## src/rtl/wms_map.svh

```systemverilog
// Register map, field positions, reset values and speed scaling constant
// of the winder mode sequencer. Definitions only.
`ifndef WMS_MAP_SVH
`define WMS_MAP_SVH

// Register byte offsets
`define WMS_A_CFG 8'h00
`define WMS_A_JOG 8'h04
`define WMS_A_TGT 8'h08
`define WMS_A_STAT 8'h0C
`define WMS_A_LEN 8'h10
`define WMS_A_IRQ 8'h14
`define WMS_A_MASK 8'h18

// Configuration fields
`define WMS_F_PARK_PID 0
`define WMS_F_JOG_LINE 1
`define WMS_F_MEM_EN 2
`define WMS_F_BATCH_EN 3
`define WMS_F_BATCH_DIAM 4
`define WMS_F_SINK 5
`define WMS_F_POL_LO 8
`define WMS_F_POL_HI 13
`define WMS_CFG_RST 14'h0000
`define WMS_IO_MASK 14'h3F20

// Discrete input assignment
`define WMS_I_ENABLE 0
`define WMS_I_RUN 1
`define WMS_I_PARK 2
`define WMS_I_JOG 3
`define WMS_I_FAULT 4
`define WMS_I_BRESET 5

// Interrupt status bits
`define WMS_E_FAULT 0
`define WMS_E_DONE 1
`define WMS_E_REJ 2

// Status register fields
`define WMS_S_IN_LO 8
`define WMS_S_DONE 16
`define WMS_S_JOGOK 17

// Speed scaling: reciprocal diameter is unsigned 8.8 fixed point
`define WMS_RECIP_SH 8

`endif

```

## src/rtl/wms_pkg.sv

```systemverilog
// Types shared by the winder mode sequencer.
// Assumes wms_map.svh supplies the numeric constants.
package wms_pkg;
    typedef enum logic [2:0] {
        WMS_DISABLE,
        WMS_PARK,
        WMS_JOG,
        WMS_RUN,
        WMS_FAULT
    } wms_mode_t;
endpackage

```

## src/rtl/wms_sequencer.sv

```systemverilog
// Winder operating-mode sequencer with APB registers.
// Assumes an APB master on pclk and raw discrete pins from outside.
//
// Behaviour
// - Park mode outputs torque from roll diameter for light constant tension.
// - Park mode tension trim enabled or disabled by configuration bit.
// - Winder jog switches drive from torque to velocity regulation.
// - Constant-rotation jog commands fixed configured speed regardless of roll.
// - Constant-web-speed jog scales speed by reciprocal roll diameter.
// - Constant-web-speed jog only valid while diameter retention active; here retention is only mirrored to status, and line-speed jog runs regardless.
// - Run enables diameter calculation, tension trim, torque to drive.
// - Run takes precedence over park when both requested.
// - Fault input active enters fault mode, drops fault relay.
// - Batch length mode counts web wheel pulses against target.
// - Batch diameter mode winds until diameter reaches target.
// - Input/output configuration writes refused unless in disabled mode.
// - Default source logic: inputs rest low, active when driven high.
// - Sink logic: inputs rest high, active when pulled low.
// - Six per-input polarity bits, reset to closed contact means on.
// - Drive-run relay energized in run, jog or park modes only.
// - Fault relay energized normally, released only during fault.
//
// Local design decisions: the address map and the APB register port.
`timescale 1ns/10ps
`include "wms_map.svh"

module wms_sequencer #(
    parameter int NIN = 6,
    parameter int DW = 16
) (
    // Clock and reset
    input wire logic pclk,
    input wire logic presetn,
    // APB slave
    input wire logic psel,
    input wire logic penable,
    input wire logic pwrite,
    input wire logic [7:0] paddr,
    input wire logic [31:0] pwdata,
    output logic [31:0] prdata,
    output logic pready,
    output logic pslverr,
    // Discrete pins and web length wheel
    input wire logic [NIN-1:0] din_pin,
    input wire logic wheel_pin,
    // Loop data from the diameter calculator and tension trim
    input wire logic [DW-1:0] diam,
    input wire logic [DW-1:0] recip_diam,
    input wire logic [DW-1:0] trim,
    // Drive side
    output logic [DW-1:0] drive_cmd,
    output logic torque_sel,
    output logic diam_calc_en,
    output logic trim_en,
    output logic relay_run,
    output logic relay_fault,
    output logic [2:0] mode_out,
    output logic irq
);
    // Six inputs are wired to modes; the 8.8 speed product needs DW >= 8
    if (NIN != 6 || DW < 8 || DW > 16) begin : g_bad_param
        $error("wms_sequencer: unsupported NIN or DW");
    end

    // ------------------------------------------------------------
    // Input synchroniser and conditioning
    // ------------------------------------------------------------
    logic [NIN:0] s1, s2, s3, stab;
    logic [13:0] cfg;
    logic [NIN-1:0] asserted, din_on;
    logic wheel_q;

    always_ff @(posedge pclk or negedge presetn) begin
        if (!presetn) begin
            s1 <= '0;
            s2 <= '0;
            s3 <= '0;
        end else begin
            s1 <= {wheel_pin, din_pin};
            s2 <= s1;
            s3 <= s2;
        end
    end

    // A change is accepted only when two stages agree
    genvar gi;
    generate
        for (gi = 0; gi <= NIN; gi++) begin : g_stab
            always_ff @(posedge pclk or negedge presetn) begin
                if (!presetn)
                    stab[gi] <= 1'b0;
                else if (s2[gi] == s3[gi])
                    stab[gi] <= s3[gi];
            end
        end
        for (gi = 0; gi < NIN; gi++) begin : g_cond
            // Sink logic inverts the resting level
            assign asserted[gi] = stab[gi] ^ cfg[`WMS_F_SINK];
            // Polarity 1 selects open contact means on
            assign din_on[gi] = asserted[gi] ^ cfg[`WMS_F_POL_LO + gi];
        end
    endgenerate

    // ------------------------------------------------------------
    // Mode selection
    // ------------------------------------------------------------
    wms_pkg::wms_mode_t mode, next_mode;
    logic done;

    always_comb begin
        if (din_on[`WMS_I_FAULT])
            next_mode = wms_pkg::WMS_FAULT;
        else if (!din_on[`WMS_I_ENABLE])
            next_mode = wms_pkg::WMS_DISABLE;
        else if (din_on[`WMS_I_RUN] && !done)
            next_mode = wms_pkg::WMS_RUN;
        else if (din_on[`WMS_I_JOG])
            next_mode = wms_pkg::WMS_JOG;
        else if (din_on[`WMS_I_PARK])
            next_mode = wms_pkg::WMS_PARK;
        else
            next_mode = wms_pkg::WMS_DISABLE;
    end

    always_ff @(posedge pclk or negedge presetn) begin
        if (!presetn)
            mode <= wms_pkg::WMS_DISABLE;
        else
            mode <= next_mode;
    end

    // Relays follow next_mode so they change with the mode itself
    always_ff @(posedge pclk or negedge presetn) begin
        if (!presetn) begin
            relay_run <= 1'b0;
            relay_fault <= 1'b1;
            mode_out <= 3'h0;
        end else begin
            relay_run <= next_mode == wms_pkg::WMS_RUN ||
                next_mode == wms_pkg::WMS_JOG ||
                next_mode == wms_pkg::WMS_PARK;
            relay_fault <= next_mode != wms_pkg::WMS_FAULT;
            mode_out <= next_mode;
        end
    end

    // ------------------------------------------------------------
    // Drive command
    // ------------------------------------------------------------
    logic [DW-1:0] jog_speed, target;
    logic [DW:0] sum;
    logic [2*DW-1:0] prod;
    logic use_trim;

    assign use_trim = next_mode == wms_pkg::WMS_RUN ||
        (next_mode == wms_pkg::WMS_PARK && cfg[`WMS_F_PARK_PID]);
    assign sum = {1'b0, diam} + {1'b0, (use_trim ? trim : '0)};
    assign prod = jog_speed * recip_diam;

    always_ff @(posedge pclk or negedge presetn) begin
        if (!presetn) begin
            drive_cmd <= '0;
            torque_sel <= 1'b1;
            diam_calc_en <= 1'b0;
            trim_en <= 1'b0;
        end else begin
            torque_sel <= next_mode != wms_pkg::WMS_JOG;
            diam_calc_en <= next_mode == wms_pkg::WMS_RUN;
            trim_en <= use_trim;
            case (next_mode)
                wms_pkg::WMS_RUN, wms_pkg::WMS_PARK:
                    // Saturate rather than wrap on overflow
                    drive_cmd <= sum[DW] ? '1 : sum[DW-1:0];
                wms_pkg::WMS_JOG:
                    if (cfg[`WMS_F_JOG_LINE])
                        drive_cmd <= prod[`WMS_RECIP_SH +: DW];
                    else
                        drive_cmd <= jog_speed;
                default:
                    drive_cmd <= '0;
            endcase
        end
    end

    // ------------------------------------------------------------
    // Batch length and diameter
    // ------------------------------------------------------------
    logic [DW-1:0] len;
    logic hit;

    always_ff @(posedge pclk or negedge presetn) begin
        if (!presetn)
            wheel_q <= 1'b0;
        else
            wheel_q <= stab[NIN];
    end

    assign hit = cfg[`WMS_F_BATCH_DIAM] ? diam >= target
        : len >= target;

    always_ff @(posedge pclk or negedge presetn) begin
        if (!presetn) begin
            len <= '0;
            done <= 1'b0;
        end else if (din_on[`WMS_I_BRESET]) begin
            len <= '0;
            done <= 1'b0;
        end else begin
            if (cfg[`WMS_F_BATCH_EN] && !cfg[`WMS_F_BATCH_DIAM] &&
                mode == wms_pkg::WMS_RUN && stab[NIN] && !wheel_q &&
                len != '1)
                len <= len + 1'b1;
            if (cfg[`WMS_F_BATCH_EN] && mode == wms_pkg::WMS_RUN && hit)
                done <= 1'b1;
        end
    end

    // ------------------------------------------------------------
    // APB registers and interrupts
    // ------------------------------------------------------------
    logic wr, rd_hit, cfg_wr, rej;
    logic [2:0] ists, imask, ev, next_ists, next_imask;
    logic [31:0] rdv;

    assign wr = psel && penable && pready && pwrite;
    assign cfg_wr = wr && paddr == `WMS_A_CFG;
    assign rej = cfg_wr && mode != wms_pkg::WMS_DISABLE &&
        ((pwdata[13:0] ^ cfg) & `WMS_IO_MASK) != 14'h0000;

    always_ff @(posedge pclk or negedge presetn) begin
        if (!presetn) begin
            cfg <= `WMS_CFG_RST;
            jog_speed <= '0;
            target <= '0;
            imask <= 3'h0;
        end else if (wr) begin
            case (paddr)
                `WMS_A_CFG:
                    if (mode == wms_pkg::WMS_DISABLE)
                        cfg <= pwdata[13:0];
                    else
                        // Keep I/O fields while the drive may move
                        cfg <= (cfg & `WMS_IO_MASK) |
                            (pwdata[13:0] & ~`WMS_IO_MASK);
                `WMS_A_JOG: jog_speed <= pwdata[DW-1:0];
                `WMS_A_TGT: target <= pwdata[DW-1:0];
                `WMS_A_MASK: imask <= pwdata[2:0];
                default: ;
            endcase
        end
    end

    assign ev[`WMS_E_FAULT] = next_mode == wms_pkg::WMS_FAULT &&
        mode != wms_pkg::WMS_FAULT;
    assign ev[`WMS_E_DONE] = hit && !done && cfg[`WMS_F_BATCH_EN] &&
        mode == wms_pkg::WMS_RUN && !din_on[`WMS_I_BRESET];
    assign ev[`WMS_E_REJ] = rej;
    // A new event wins over a write-one clear in the same cycle
    assign next_ists = ev |
        (ists & ~((wr && paddr == `WMS_A_IRQ) ? pwdata[2:0] : 3'h0));
    // A mask written now reaches irq together with the status it gates
    assign next_imask = (wr && paddr == `WMS_A_MASK) ? pwdata[2:0] : imask;

    always_ff @(posedge pclk or negedge presetn) begin
        if (!presetn) begin
            ists <= 3'h0;
            irq <= 1'b0;
        end else begin
            ists <= next_ists;
            irq <= |(next_ists & next_imask);
        end
    end

    always_comb begin
        rd_hit = 1'b1;
        rdv = 32'h0000_0000;
        case (paddr)
            `WMS_A_CFG: rdv[13:0] = cfg;
            `WMS_A_JOG: rdv[DW-1:0] = jog_speed;
            `WMS_A_TGT: rdv[DW-1:0] = target;
            `WMS_A_STAT: begin
                rdv[2:0] = mode;
                rdv[`WMS_S_IN_LO +: NIN] = din_on;
                rdv[`WMS_S_DONE] = done;
                // Line-speed jog only tracks when diameter is retained
                rdv[`WMS_S_JOGOK] = cfg[`WMS_F_MEM_EN];
            end
            `WMS_A_LEN: rdv[DW-1:0] = len;
            `WMS_A_IRQ: rdv[2:0] = ists;
            `WMS_A_MASK: rdv[2:0] = imask;
            default: rd_hit = 1'b0;
        endcase
    end

    // Answer one cycle into the access phase
    always_ff @(posedge pclk or negedge presetn) begin
        if (!presetn) begin
            pready <= 1'b0;
            pslverr <= 1'b0;
            prdata <= 32'h0000_0000;
        end else begin
            pready <= psel && penable && !pready;
            pslverr <= psel && penable && !pready && !rd_hit;
            if (psel && penable && !pready && !pwrite)
                prdata <= rdv;
        end
    end
endmodule // wms_sequencer

```

## config.mk

```make
export PLATFORM = sky130hd
export DESIGN_NAME = wms_sequencer
export DESIGN_NICKNAME = d
export VERILOG_FILES = /design/src/rtl/wms_pkg.sv /design/src/rtl/wms_sequencer.sv
export VERILOG_INCLUDE_DIRS = /design/src /design/src/rtl
export SDC_FILE = /design/constraint.sdc
export NUM_CORES = 1
export LEC_CHECK = 0
export ABC_CLOCK_PERIOD_IN_PS = 18700
export BUFFER_PORTS_ARGS = -buffer_cell sky130_fd_sc_hd__buf_2
export CORE_ASPECT_RATIO = 1.4
export CORE_MARGIN = 2
export CORE_UTILIZATION = 40
export DETAILED_ROUTE_END_ITERATION = 16
export GPL_TIMING_DRIVEN = 0
export SYNTH_ARGS = -nofsm -noshare
export SYNTH_HDL_FRONTEND = slang
export SYNTH_SLANG_ARGS = --single-unit
```

## constraint.sdc

```tcl
create_clock -name pclk -period 18.7 [get_ports pclk]
set_clock_uncertainty 0.2 [all_clocks]
set_input_delay 3.74 -clock pclk [delete_from_list [all_inputs] [get_ports pclk]]
set_output_delay 3.74 -clock pclk [all_outputs]
set_load 0.05 [all_outputs]
```

==> flow_metrics.env <==
export IMPL_outcome="finished, final reports clean"
export IMPL_finalWorstSetupSlack_ns=8.48
export IMPL_reg2reg_to="drive_cmd[13]"
export IMPL_vdd_ir_drop_max_uv=117
export IMPL_holdBufCountCts=0
export IMPL_areaGrowthSynthToFinish_pct=13.4
export IMPL_path_delay_family="adder cells"
export IMPL_yosys_warnings=0
export IMPL_grt_util_all_layers=0.240
export IMPL_arrival_ns=10.31
export IMPL_yosysUniqueCellTypes=71
export IMPL_tightest_slew_ns=1.41
export IMPL_rsz0062_at_grt="false"
export IMPL_p_leak_nw=8.10
export IMPL_critPathKind="input port to flip-flop"
export IMPL_post_cts_buffers=0
export IMPL_ant_nets=0
export IMPL_drive_above_1_share=0.147
export IMPL_met3_usage=0.0342
export IMPL_fin_crit_sh=0.546
export IMPL_holdWs_ns=0.148
export IMPL_grt_pass1_vias=12054
export IMPL_critical_path_buf_inv_count=6
export IMPL_dpl_worst_slack_ns=8.09
export IMPL_top_usage_layer="met2"
export IMPL_cts_resized=0
export IMPL_numCtsBuffers=17
export IMPL_cts_htree_levels=4
export IMPL_start_kind="input port"
export IMPL_ff2ff_setup_slack_ns=10.88
export IMPL_grt_start_max_net_pins=100
export IMPL_place_inst=2109
export IMPL_finalCriticalPeriod_ns=10.22
export IMPL_slew_violations=0
export IMPL_p_per_area_nw_per_um2=52.6
export IMPL_cp_max_fo=10
export IMPL_chipHeight_um=230
export IMPL_p_sw_w=0.000258
export IMPL_reg2regPathDepth=21
export IMPL_critical_path_slowest_cell="fa_1"
export IMPL_ys_seq_area_frac=0.246
export IMPL_wl_per_cell_um=20.1
export IMPL_dr_pass1_iters=5
export IMPL_cts_sinks=143
export IMPL_clkTransAtPathRegs_ns=0.06
export IMPL_synth_edf_count=0
export IMPL_vias=11286
export IMPL_r2r_start="jog_speed[8]"
export IMPL_max_slew_margin_rel=0.0496
export IMPL_clkLatencyLatePin_ns=0.44
export IMPL_clkPwrFrac=0.435
export IMPL_sequentialPowerShare=0.389
export IMPL_synth_cells=1506
export IMPL_finalHoldViolCount=0
export IMPL_hold_class="flip-flop to flip-flop"
export IMPL_cts_tree="built"
export IMPL_max_freq_ghz=0.0979
export IMPL_register_area_um2=3580
export IMPL_overflow=0
export IMPL_fp_dieW_um=165
export IMPL_cp_end_kind="flip-flop"
export IMPL_tns_ns=0
export IMPL_grt_first_pass_wirelength_um=67700
export IMPL_hold_start="s1[4]"
export IMPL_synth_avg_cell_area_um2=9.65
export IMPL_max_stage_delay_ns=0.56
export IMPL_core_area_um2=35800
export IMPL_drtIter0Drc=562
export IMPL_viasPerCell=5.27
export IMPL_required_ns=18.79
export IMPL_pin_count=159
export IMPL_fin_util=0.460
export IMPL_wl_um=43000
export IMPL_sw_frac_of_total=0.297
export IMPL_num_fill_cells=3458
export IMPL_antenna_found_initial=2
export IMPL_combPwrFrac=0.177
export IMPL_multiInputGateArea_um2=9710
export IMPL_grt_use_met2=0.418
export IMPL_drv_cap=0
export IMPL_clock_path_buffers=2
export IMPL_synth_main_ff_cell="dfrtp_1"
export IMPL_holdPathStages=0
export IMPL_die_area_um2=37900
export IMPL_use_met1=0.276
export IMPL_path_cells="buf_2 -> clkbuf_1 -> and2_1 -> fa_1 -> inv_1 -> fa_1 -> fa_1 -> fa_1 -> inv_1 -> fa_1 -> inv_1 -> fa_1 -> inv_1 -> ha_1 -> nand4_1 -> or2_2 -> nor3_1 -> o21ai_1 -> o221ai_2 -> a2111oi_0 -> nor3_1 -> o311ai_1"
export IMPL_drc=0
export IMPL_synth_top_area_cell="dfrtp_1"
export IMPL_routabilityCongestion=0.923
export IMPL_num_rows=82
export IMPL_io_buffers=127
export IMPL_layout_nets=2049
export IMPL_dp_hpwl_um=35400
export IMPL_synth_area_top_cells="dfrtp_1 24%, fa_1 23%, ha_1 9.9%, inv_1 6.4%, and2_1 5.2%"
export IMPL_synth_top_area_share=0.243
export IMPL_root_buffer="clkbuf_16"
export IMPL_synthArstFlopShare=1.00
export IMPL_final_cell_count_no_fill=2142
export IMPL_syn_area_um2=14500
export IMPL_finalSetupViolations=0
export IMPL_cpMostUsedCell="fa_1"
export IMPL_start_util=0.406
export IMPL_hold_end="s2[4]"
export IMPL_yosys_register_bits=143
export IMPL_p_int_w=0.000610
-- per-layer routing --
metal | wire [um] | vias to the layer above
met5 | 13 | -
met4 | 2620 | 2
met3 | 1990 | 132
met2 | 22400 | 355
met1 | 16000 | 5627
li1 | - | 5170
-- state kept, by name, indices dropped and copies added, names as in the netlist, 3 cells and up --
| register | flops |
|---|---|
| prdata | 18 |
| drive_cmd | 16 |
| jog_speed | 16 |
| len | 16 |
| target | 16 |
| cfg | 14 |
| s1 | 7 |
| s2 | 7 |
| s3 | 7 |
| stab | 7 |
| imask | 3 |
| ists | 3 |
| mode_out | 3 |
-- through the flow --
step                total power (W)  instance area [um^2]
floorplan                  0.000436                 14600
global placement           0.000494                 15800
detailed placement         0.000496                 15800
CTS                        0.000873                 16500
global route               0.000900                 16500
finish                     0.000868                 16500
-- final cells by class --
cell class,instances,share of cell area
clock inverter,12,0.0125
tap,462,0.0351
sequential,143,0.217
buffer,75,0.0216
inverter,248,0.0565
clock buffer,20,0.0271
multi-input combinational,1053,0.589
timing repair buffer,128,0.0406
antenna,1,0.000152
-- cell usage after synthesis, types with 3 or more instances --
cell type,number
a211oi_1,7
fa_1,168
mux2_4,7
nand3_1,14
maj3_1,7
or4_1,3
inv_1,248
clkbuf_1,51
a221oi_1,3
nor3b_1,3
nand2_1,159
buf_4,16
a21boi_0,3
o21bai_1,4
dfrtp_1,141
o21ai_0,42
a222oi_1,12
xnor2_1,51
nand2b_1,8
a22oi_1,13
nand4_1,9
and3_1,5
a21o_1,26
nor2b_1,6
mux2_2,42
or2_2,4
or3_1,10
ha_1,115
nor2_1,45
a21oi_1,37
o211ai_1,10
xor2_1,18
buf_2,5
a2111oi_0,3
o21a_1,3
nor3_1,14
a31oi_1,22
o21ai_1,3
a22o_1,3
mux2i_1,10
and2_1,121
-- kinds of logic after synthesis --
group                    Yosys count  synth area share
XOR/XNOR                          69            0.0416
other                              1          0.000258
flip-flops                       143             0.246
AO/OA/AOI/OAI                    207            0.0967
buffers and inverters            323            0.0885
adder cells (fa/ha/maj)          290             0.335
AND/OR/NAND/NOR                  414             0.144
multiplexers                      59            0.0467
-- worst max-delay path by stage --
| stage | cells past startpoint | from | slack (ns) | endpoint |
|---|---|---|---|---|
| 2_1_floorplan | 20 | recip_diam[1] | 9.38 | drive_cmd[13] |
| 3_3_place_gp | 21 | recip_diam[2] | 8.14 | drive_cmd[13] |
| 3_5_place_dp | 22 | recip_diam[6] | 8.09 | drive_cmd[13] |
| 4_1_cts | 22 | recip_diam[6] | 8.53 | drive_cmd[13] |
| 5_1_grt | 22 | recip_diam[6] | 8.25 | drive_cmd[13] |
| 6_report | 22 | recip_diam[6] | 8.48 | drive_cmd[13] |
-- placed cells by master (no fill, tap or decap), types with 9 or more instances in the layout --
cell / count
nor2_1: 45
fa_1: 168
a222oi_1: 12
o211ai_1: 10
dfrtp_1: 141
xnor2_1: 51
and2_1: 121
ha_1: 115
a22oi_1: 13
nand4_1: 9
nand2_1: 159
a21o_1: 26
inv_1: 248
mux2_2: 42
nor3_1: 14
clkbuf_16: 17
buf_2: 131
nand3_1: 14
clkbuf_1: 53
conb_1: 14
or3_1: 10
mux2i_1: 10
a21oi_1: 37
o21ai_0: 42
buf_4: 16
xor2_1: 18
a31oi_1: 22
-- power groups by stage --
stage | logic [W] | clock network [W] | registers, W
5_1_grt | 0.000166 | 0.000396 | 0.000339
4_1_cts | 0.000154 | 0.000382 | 0.000337
2_1_floorplan | 0.0000591 | 0 | 0.000377
6_report | 0.000153 | 0.000377 | 0.000337
3_5_place_dp | 0.000153 | 0 | 0.000342
3_3_place_gp | 0.000151 | 0 | 0.000343
-- worst register-to-register path, stage by stage, from the launching register on --
cell and delay, ns:
dfrtp_1 0.32, clkbuf_1 0.55, clkbuf_1 0.67, nand2_1 0.17, fa_1 0.55, fa_1 0.48
fa_1 0.54, fa_1 0.56, inv_1 0.07, fa_1 0.49, inv_1 0.05, fa_1 0.47
inv_1 0.04, ha_1 0.35, nand4_1 0.12, or2_2 0.30, nor3_1 0.39, o21ai_1 0.25
o221ai_2 0.34, a2111oi_0 0.17, nor3_1 0.41, o311ai_1 0.17
No activity file was read; power rests on OpenSTA's default activity.
